`config.mk`:
```
export PLATFORM = sky130hd
export DESIGN_NAME = pin_ctrl
export DESIGN_NICKNAME = d
export VERILOG_FILES = /design/src/design/level_filter.v /design/src/design/pin_ctrl.v /design/src/design/sample_strobe.v
export VERILOG_INCLUDE_DIRS = /design/src /design/src/design
export SDC_FILE = /design/constraint.sdc
export NUM_CORES = 1
export LEC_CHECK = 0
export BUFFER_PORTS_ARGS = -buffer_cell sky130_fd_sc_hd__buf_4
export CAP_MARGIN = 10
export CORE_MARGIN = 3
export CORE_UTILIZATION = 39
export CTS_CLUSTER_DIAMETER = 60
export DETAILED_ROUTE_END_ITERATION = 7
export PLACE_DENSITY = 0.59
export SETUP_SLACK_MARGIN = 0.15
export SYNTH_ARGS = -nofsm -noshare
export SYNTH_HDL_FRONTEND = slang
export SYNTH_HIERARCHICAL = 1
export SYNTH_SLANG_ARGS = --single-unit
```
`constraint.sdc`:
```
create_clock -name aclk -period 2.4 [get_ports aclk]
set_clock_uncertainty 0.1 [all_clocks]
set_input_delay 0.48 -clock aclk [delete_from_list [all_inputs] [get_ports aclk]]
set_output_delay 0.48 -clock aclk [all_outputs]
set_load 0.05 [all_outputs]
```
`src/design/pin_ctrl_map.vh`:
```
// register offsets, field widths and timing counts of the pin controller
`ifndef PIN_CTRL_MAP_VH
`define PIN_CTRL_MAP_VH
// ****************************************
// register byte offsets
// ****************************************
`define OFS_FUNC_EN      8'h00
`define OFS_DIR          8'h04
`define OFS_BUF_TYPE     8'h08
`define OFS_DATA         8'h0c
`define OFS_EVT_STATUS   8'h10
`define OFS_EVT_ENABLE   8'h14
`define OFS_EVT_POLARITY 8'h18
`define OFS_SEL_LOW      8'h1c
`define OFS_SEL_HIGH     8'h20
`define OFS_IRQ_STATUS   8'h24
`define OFS_IRQ_MASK     8'h28
// ****************************************
// reset values and fields
// ****************************************
`define NUM_PINS         10
`define RST_PINS         10'h000
`define IRQ_BIT_PIN_EVT  0
// ****************************************
// timing: 25 mhz sample rate from 10 mhz clock, so the strobe is high on every clock
// ****************************************
`define CLK_HZ           10000000
`define SAMPLE_HZ        25000000
`define SAMPLE_DIV       ((`CLK_HZ / `SAMPLE_HZ) < 1 ? 1 : (`CLK_HZ / `SAMPLE_HZ))
`define FILTER_SAMPLES   2
`endif

```
`src/design/level_filter.v`:
```
// per-pin active-level filter: active only after consecutive samples agree
`timescale 1ns/1ps
module level_filter #(
	parameter N = 10
) (
	input wire aclk,
	input wire aresetn,
	input wire strobe,
	input wire [N-1:0] pin_level,
	input wire [N-1:0] polarity,
	output wire [N-1:0] active
);
	reg [N-1:0] s1_reg;
	reg [N-1:0] s2_reg;
	wire [N-1:0] act_now;
	assign act_now = ~(pin_level ^ polarity);
	always @(posedge aclk) begin
		if (!aresetn) begin
			s1_reg <= {N{1'b0}};
			s2_reg <= {N{1'b0}};
		end else if (strobe) begin
			s1_reg <= act_now;
			s2_reg <= s1_reg;
		end
	end
	// two consecutive active samples needed
	assign active = s1_reg & s2_reg;
endmodule // level_filter

```
`src/design/pin_ctrl.v`:
```
// general purpose pin controller with axi4-lite register slave
// Notes on behaviour
// - ten bidirectional pins, each configured by its own register bit
// - a pin is general purpose only while its function enable bit is set
// - enabled input pins get pull-up; data register reads live pin level
// - buffer type bit picks push-pull or open-drain for outputs
// - open-drain drives low for data 0, releases pin for data 1
// - push-pull drives the pin to the data bit level
// - outputs disable pull-up, input buffer stays on; reads give pin level
// - pull-up on only while pin is a general purpose input; pins with function enable clear follow normal_pullup
// - each pin has its own event status bit showing its condition
// - enabled status bits are ORed into one request to main interrupt logic
// - events set status regardless of enable bits
// - active level counts only after two consecutive samples
// - polarity 1 means high level active, 0 means low level active
// - per-pin source select low/high bits choose output source
// - buffer type applies to every selectable output source
//
// Added by the designer: register access over AXI4-Lite and the placing of the registers.
`timescale 1ns/1ps
`include "pin_ctrl_map.vh"
module pin_ctrl #(
	parameter N = `NUM_PINS
) (
	input wire aclk,
	input wire aresetn,
	input wire [7:0] s_axi_awaddr,
	input wire s_axi_awvalid,
	output reg s_axi_awready,
	input wire [31:0] s_axi_wdata,
	input wire [3:0] s_axi_wstrb,
	input wire s_axi_wvalid,
	output reg s_axi_wready,
	output reg [1:0] s_axi_bresp,
	output reg s_axi_bvalid,
	input wire s_axi_bready,
	input wire [7:0] s_axi_araddr,
	input wire s_axi_arvalid,
	output reg s_axi_arready,
	output reg [31:0] s_axi_rdata,
	output reg [1:0] s_axi_rresp,
	output reg s_axi_rvalid,
	input wire s_axi_rready,
	input wire [N-1:0] pin_in,
	output reg [N-1:0] pin_out,
	output reg [N-1:0] pin_oe,
	output reg [N-1:0] pin_pullup,
	output reg [N-1:0] pin_gp_sel,
	input wire [N-1:0] normal_out,
	input wire [N-1:0] normal_oe,
	input wire [N-1:0] normal_pullup,
	input wire [N-1:0] alt_src1,
	input wire [N-1:0] alt_src2,
	input wire [N-1:0] alt_src3,
	output reg pin_event_req,
	output reg irq
);
	// ****************************************
	// registers
	// ****************************************
	reg [N-1:0] func_en_reg;
	reg [N-1:0] dir_reg;
	reg [N-1:0] buf_type_reg;
	reg [N-1:0] data_reg;
	reg [N-1:0] evt_status_reg;
	reg [N-1:0] evt_enable_reg;
	reg [N-1:0] evt_polarity_reg;
	reg [N-1:0] sel_low_reg;
	reg [N-1:0] sel_high_reg;
	reg irq_status_reg;
	reg irq_mask_reg;
	reg [7:0] awaddr_reg;
	reg aw_have_reg;
	reg [31:0] wdata_reg;
	reg [3:0] wstrb_reg;
	reg w_have_reg;
	wire strobe;
	wire [N-1:0] active;
	wire do_write;
	wire [N-1:0] wmask;
	wire [N-1:0] clr_status;
	wire [N-1:0] status_next;
	wire req_next;
	reg [N-1:0] out_next;
	reg [N-1:0] oe_next;
	reg [N-1:0] pull_next;
	reg [N-1:0] src;
	integer i;
	// ****************************************
	// sampling and level filter
	// ****************************************
	sample_strobe #(.DIV(`SAMPLE_DIV)) u_strobe (
		.aclk(aclk),
		.aresetn(aresetn),
		.strobe(strobe)
	);
	level_filter #(.N(N)) u_filter (
		.aclk(aclk),
		.aresetn(aresetn),
		.strobe(strobe),
		.pin_level(pin_in),
		.polarity(evt_polarity_reg),
		.active(active)
	);
	// ****************************************
	// write channel
	// ****************************************
	// address and data may come in either order; both latched, then one write
	assign do_write = aw_have_reg && w_have_reg && !s_axi_bvalid;
	// low byte lanes only carry pin bits
	assign wmask = {{(N > 8 ? N - 8 : 0){wstrb_reg[1]}}, {8{wstrb_reg[0]}}} ;
	assign clr_status = (do_write && awaddr_reg == `OFS_EVT_STATUS) ?
		(wdata_reg[N-1:0] & wmask) : {N{1'b0}};
	// level still present sets again; set wins over clear
	assign status_next = (evt_status_reg & ~clr_status) | active;
	assign req_next = |(status_next & evt_enable_reg);
	always @(posedge aclk) begin
		if (!aresetn) begin
			s_axi_awready <= 1'b1;
			s_axi_wready <= 1'b1;
			s_axi_bvalid <= 1'b0;
			s_axi_bresp <= 2'b00;
			aw_have_reg <= 1'b0;
			w_have_reg <= 1'b0;
			awaddr_reg <= 8'h00;
			wdata_reg <= 32'h00000000;
			wstrb_reg <= 4'h0;
			func_en_reg <= `RST_PINS;
			dir_reg <= `RST_PINS;
			buf_type_reg <= `RST_PINS;
			data_reg <= `RST_PINS;
			evt_enable_reg <= `RST_PINS;
			evt_polarity_reg <= `RST_PINS;
			sel_low_reg <= `RST_PINS;
			sel_high_reg <= `RST_PINS;
			irq_mask_reg <= 1'b0;
		end else begin
			if (s_axi_awvalid && s_axi_awready) begin
				awaddr_reg <= s_axi_awaddr;
				aw_have_reg <= 1'b1;
				s_axi_awready <= 1'b0;
			end
			if (s_axi_wvalid && s_axi_wready) begin
				wdata_reg <= s_axi_wdata;
				wstrb_reg <= s_axi_wstrb;
				w_have_reg <= 1'b1;
				s_axi_wready <= 1'b0;
			end
			if (do_write) begin
				aw_have_reg <= 1'b0;
				w_have_reg <= 1'b0;
				s_axi_bvalid <= 1'b1;
				s_axi_bresp <= 2'b00;
				case (awaddr_reg)
				`OFS_FUNC_EN: func_en_reg <= (func_en_reg & ~wmask) | (wdata_reg[N-1:0] & wmask);
				`OFS_DIR: dir_reg <= (dir_reg & ~wmask) | (wdata_reg[N-1:0] & wmask);
				`OFS_BUF_TYPE: buf_type_reg <= (buf_type_reg & ~wmask) | (wdata_reg[N-1:0] & wmask);
				`OFS_DATA: data_reg <= (data_reg & ~wmask) | (wdata_reg[N-1:0] & wmask);
				`OFS_EVT_STATUS: ;
				`OFS_EVT_ENABLE: evt_enable_reg <= (evt_enable_reg & ~wmask) |
					(wdata_reg[N-1:0] & wmask);
				`OFS_EVT_POLARITY: evt_polarity_reg <= (evt_polarity_reg & ~wmask) |
					(wdata_reg[N-1:0] & wmask);
				`OFS_SEL_LOW: sel_low_reg <= (sel_low_reg & ~wmask) | (wdata_reg[N-1:0] & wmask);
				`OFS_SEL_HIGH: sel_high_reg <= (sel_high_reg & ~wmask) | (wdata_reg[N-1:0] & wmask);
				`OFS_IRQ_STATUS: ;
				`OFS_IRQ_MASK: begin
					if (wstrb_reg[0]) begin
						irq_mask_reg <= wdata_reg[`IRQ_BIT_PIN_EVT];
					end
				end
				default: s_axi_bresp <= 2'b10;
				endcase
			end
			if (s_axi_bvalid && s_axi_bready) begin
				s_axi_bvalid <= 1'b0;
				s_axi_awready <= 1'b1;
				s_axi_wready <= 1'b1;
			end
		end
	end
	// ****************************************
	// event status and interrupt
	// ****************************************
	always @(posedge aclk) begin
		if (!aresetn) begin
			evt_status_reg <= `RST_PINS;
			pin_event_req <= 1'b0;
			irq_status_reg <= 1'b0;
			irq <= 1'b0;
		end else begin
			evt_status_reg <= status_next;
			pin_event_req <= req_next;
			// sticky; a new request in the clearing cycle keeps the bit
			irq_status_reg <= req_next | (irq_status_reg &
				~(do_write && awaddr_reg == `OFS_IRQ_STATUS && wstrb_reg[0] &&
				wdata_reg[`IRQ_BIT_PIN_EVT]));
			irq <= (req_next | irq_status_reg) & irq_mask_reg;
		end
	end
	// ****************************************
	// read channel
	// ****************************************
	always @(posedge aclk) begin
		if (!aresetn) begin
			s_axi_arready <= 1'b1;
			s_axi_rvalid <= 1'b0;
			s_axi_rdata <= 32'h00000000;
			s_axi_rresp <= 2'b00;
		end else if (s_axi_arvalid && s_axi_arready) begin
			s_axi_arready <= 1'b0;
			s_axi_rvalid <= 1'b1;
			s_axi_rresp <= 2'b00;
			s_axi_rdata <= 32'h00000000;
			case (s_axi_araddr)
			`OFS_FUNC_EN: s_axi_rdata[N-1:0] <= func_en_reg;
			`OFS_DIR: s_axi_rdata[N-1:0] <= dir_reg;
			`OFS_BUF_TYPE: s_axi_rdata[N-1:0] <= buf_type_reg;
			// live pin level, never the written value
			`OFS_DATA: s_axi_rdata[N-1:0] <= pin_in;
			`OFS_EVT_STATUS: s_axi_rdata[N-1:0] <= evt_status_reg;
			`OFS_EVT_ENABLE: s_axi_rdata[N-1:0] <= evt_enable_reg;
			`OFS_EVT_POLARITY: s_axi_rdata[N-1:0] <= evt_polarity_reg;
			`OFS_SEL_LOW: s_axi_rdata[N-1:0] <= sel_low_reg;
			`OFS_SEL_HIGH: s_axi_rdata[N-1:0] <= sel_high_reg;
			`OFS_IRQ_STATUS: s_axi_rdata[`IRQ_BIT_PIN_EVT] <= irq_status_reg;
			`OFS_IRQ_MASK: s_axi_rdata[`IRQ_BIT_PIN_EVT] <= irq_mask_reg;
			default: s_axi_rresp <= 2'b10;
			endcase
		end else if (s_axi_rvalid && s_axi_rready) begin
			s_axi_rvalid <= 1'b0;
			s_axi_arready <= 1'b1;
		end
	end
	// ****************************************
	// pin drivers
	// ****************************************
	always @* begin
		out_next = {N{1'b0}};
		oe_next = {N{1'b0}};
		pull_next = {N{1'b0}};
		src = {N{1'b0}};
		for (i = 0; i < N; i = i + 1) begin
			case ({sel_high_reg[i], sel_low_reg[i]})
			2'b00: src[i] = data_reg[i];
			2'b01: src[i] = alt_src1[i];
			2'b10: src[i] = alt_src2[i];
			default: src[i] = alt_src3[i];
			endcase
			if (!func_en_reg[i]) begin
				out_next[i] = normal_out[i];
				oe_next[i] = normal_oe[i];
				pull_next[i] = normal_pullup[i];
			end else if (!dir_reg[i]) begin
				// input: pull-up on, driver off
				pull_next[i] = 1'b1;
			end else if (buf_type_reg[i]) begin
				// open drain: low for 0, released for 1
				out_next[i] = 1'b0;
				oe_next[i] = ~src[i];
			end else begin
				// push-pull, pull-up off
				out_next[i] = src[i];
				oe_next[i] = 1'b1;
			end
		end
	end
	always @(posedge aclk) begin
		if (!aresetn) begin
			pin_out <= `RST_PINS;
			pin_oe <= `RST_PINS;
			pin_pullup <= `RST_PINS;
			pin_gp_sel <= `RST_PINS;
		end else begin
			pin_out <= out_next;
			pin_oe <= oe_next;
			pin_pullup <= pull_next;
			pin_gp_sel <= func_en_reg;
		end
	end
endmodule // pin_ctrl

```
`src/design/sample_strobe.v`:
```
// divider that makes the one-cycle level sampling strobe
`timescale 1ns/1ps
module sample_strobe #(
	parameter DIV = 1
) (
	input wire aclk,
	input wire aresetn,
	output reg strobe
);
	reg [15:0] cnt_reg;
	// the 25 mhz rate exceeds the 10 mhz clock, so every clock is a sample point
	always @(posedge aclk) begin
		if (!aresetn) begin
			cnt_reg <= 16'h0000;
			strobe <= 1'b0;
		end else if (cnt_reg >= DIV[15:0] - 16'h0001) begin
			cnt_reg <= 16'h0000;
			strobe <= 1'b1;
		end else begin
			cnt_reg <= cnt_reg + 16'h0001;
			strobe <= 1'b0;
		end
	end
endmodule // sample_strobe

```
==> flow_summary_export.csv <==
group,metric,value,unit
outcome,outcome,"finished, final reports clean",
floorplanning,die-area,0.0241,mm²
flow_run,maxCapViolCount,0,
synth,yosys_warnings,6,
grt,antenna_found_initial,0,
grt,grt_pass1_vias,7224,
worst_setup_path,r2r_cells,5,
synth,netlist_area,0.00870,mm²
worst_setup_path,cpPeakStageDelay,0.63,ns
clock_network,clock_latency,0.44,ns
detailed_routing,drt-initial-drc-count,446,
min_path,hold_depth,2,
grt,grt_pass1_wl,40100,µm
detailed_routing,wl_met1,11500,µm
grt,grt_usage,0.210,
floorplanning,pin_count,212,
worst_setup_path,crit_family,"simple AND/OR/NAND/NOR gates",
pwr,clkPwrFrac,0.417,
place,port_buffers,163,
clock_network,cts_tree,"built",
pwr,power_frac_comb,0.115,
synth,synth_edf_count,0,
detailed_routing,num_vias,7432,
detailed_routing,wire_per_inst,18.5,µm
clock_network,cts.sinks,194,
synth,synth_cells,955,
place,hpwl,18400,µm
synth,yosysTopAreaCellShare,0.447,
sta,finalHoldViolCount,0,
worst_setup_path,crit_path_cell_trace,"or4_4, o41ai_2, nand2b_1, a221oi_4, a31oi_1",
grt,grt_remaining_overflow,0,
min_path,min_from,"s_axi_wvalid",
synth,synth_cell_types,57,
synth,ys_ff_latch,194,
sta,fmax,463,MHz
floorplanning,start_util,0.397,
pwr,switchingPower,1.94,mW
place,globalplace.congestion,0.820,
sta,finalSetupTns,0,ns
pwr,p_leak,4.54,nW
sta,worst_hold_slack,0.133,ns
sta,period_share,0.901,
pwr,peakVddDrop,0.462,mV
worst_setup_path,critical-path-slowest-cell,"or4_4",
synth,yosysSeqAreaShare,0.447,
clock_network,postCtsHoldBufs,0,
synth,synthTopCellsByArea,"dfxtp_1 (45%), mux2i_1 (7.9%), a21oi_1 (5.2%)",
sta,worst_slew_pin_slew,0.690,ns
worst_setup_path,arrival,2.38,ns
floorplanning,rows,54,
synth,syn_avg_cell_area,9.11,µm²
final_layout,synthToLayoutAreaGrowth,25.7,%
detailed_routing,first_pass_iters,5,
synth,synth_top_cell_by_area,"dfxtp_1",
worst_setup_path,endpoint_kind,"register",
worst_setup_path,r2r_end,"irq",
final_layout,layout.cells.non_filler,1407,
synth,synthArstFlopShare,0,
clock_network,clk_pin_slew_worst_paths,0.08,ns
worst_setup_path,critPathBufInv,0,
clock_network,cts_inserted_buffers,17,
sta,rsz0062_at_grt,"false",
final_layout,drive_gt1_frac,0.256,
detailed_routing,wl_met2,12600,µm
detailed_routing,dr.max_layer_used,"met4",
grt,grt_max_degree,53,
worst_setup_path,regToRegStartpoint,"awaddr_reg[1]",
detailed_routing,drt_wl_total,26000,µm
final_layout,antenna_cells,0,
sta,relSlewSlack,0.538,
worst_setup_path,critical_path_class,"register to register",
place,dp_cells,1373,
worst_setup_path,cp-start-kind,"register",
clock_network,htree_levels,4,
final_layout,num-nets-final,1243,
pwr,switching_share,0.271,
detailed_routing,wl_met3,1360,µm
sta,fin_crit,2.16,ns
pwr,powerDensity,653,mW/mm²
detailed_routing,ant_nets,0,
worst_setup_path,reg2reg_setup_slack,0.24,ns
clock_network,cts.path.max_buffers,2,
detailed_routing,drc,0,
synth,synthTopCellsByCount,"dfxtp_1 (194), nand2_1 (104), a21oi_1 (91)",
min_path,hold_end,"s_axi_wready",
sta,finalSetupViolCount,0,
clock_network,ctsRootBufferMaster,"clkbuf_16",
floorplanning,die_x,155,µm
worst_setup_path,required,2.62,ns
sta,slew_viol_final,0,
detailed_routing,via_per_inst,5.28,
min_path,min_path_type,"input pin to register",
floorplanning,core,0.0219,mm²
pwr,seqPwrFrac,0.468,
pwr,internal_power,5.20,mW
floorplanning,die_h,155,µm
synth,yosys.cell_count.top_type,"dfxtp_1",
synth,synthFlopType,"dfxtp_1",
worst_setup_path,cp_max_fo,5,
placed cells by master (no fill, tap or decap), drive strengths merged, types with 24 or more instances in the layout:
| cell | n |
|---|---|
| a21oi | 91 |
| buf | 208 |
| conb | 24 |
| dfxtp | 194 |
| inv | 26 |
| mux2i | 69 |
| nand2 | 105 |
| nand2b | 28 |
| nand3 | 26 |
| nor2 | 69 |
| o21ai | 71 |
worst register-to-register path: stages, from the launching register on:
cell and delay (ns):
dfxtp_1 0.37, or4_4 0.63, o41ai_2 0.30, nand2b_1 0.16, a221oi_4 0.36, a31oi_1 0.12
per-layer routing:
layer | global-route usage | up-vias
met5 | 0 | -
met4 | 0.0559 | 0
met3 | 0.0451 | 32
met2 | 0.352 | 213
met1 | 0.276 | 3557
li1 | - | 3630
what timing repair did:
item,in CTS,in global routing
resized for setup,2,3
endpoints found under the setup margin,3,3
gates cloned,0,1
pin swaps,0,2
buffers inserted,0,1
stage by stage:
step | area, µm² | power [mW] | utilization | worst slack (ns)
4_1_cts | 10900 | 7.17 | 0.498 | 0.251
5_1_grt | 10900 | 7.38 | 0.499 | 0.158
2_1_floorplan | 8780 | 3.92 | - | 0.263
6_report | 10900 | 7.14 | 0.499 | 0.238
3_5_place_dp | 10300 | 4.22 | 0.470 | 0.109
3_3_place_gp | 10300 | 4.22 | 0.470 | 0.168
power groups by stage:
stage,clock network [mW],registers (mW),logic [mW]
3_5_place_dp,0,3.41,0.811
6_report,2.97,3.34,0.824
5_1_grt,3.15,3.35,0.876
2_1_floorplan,0,3.53,0.391
4_1_cts,3.02,3.34,0.817
3_3_place_gp,0,3.41,0.806
worst max path at each step:
| stage | startpoint | end | slack (ns) | depth (start not counted) |
|---|---|---|---|---|
| floorplan | s_axi_araddr[3] | s_axi_rdata[5] | 0.26 | 7 |
| global placement | awaddr_reg[0] | irq_status_reg | 0.17 | 5 |
| detailed placement | awaddr_reg[0] | irq_status_reg | 0.11 | 5 |
| CTS | awaddr_reg[0] | irq_status_reg | 0.25 | 5 |
| global route | awaddr_reg[1] | irq_status_reg | 0.16 | 5 |
| finish | awaddr_reg[1] | irq | 0.24 | 5 |
logic make-up after synthesis:
kind of cell,synth area share
AO/OA/AOI/OAI,0.151
XOR/XNOR,0.0101
buffers and inverters,0.0604
flip-flops,0.447
multiplexers,0.145
other,0.000431
AND/OR/NAND/NOR,0.186
cell type report:
cell class,count,area [µm²]
well taps,280,350
clock buffers,19,443
flip-flops and latches,194,3880
inverters,18,70.1
clock inverters,13,163
fillers,2119,11000
multi-input cells,675,4410
repair buffers,208,1610
Power figures use the tool's default switching activity.
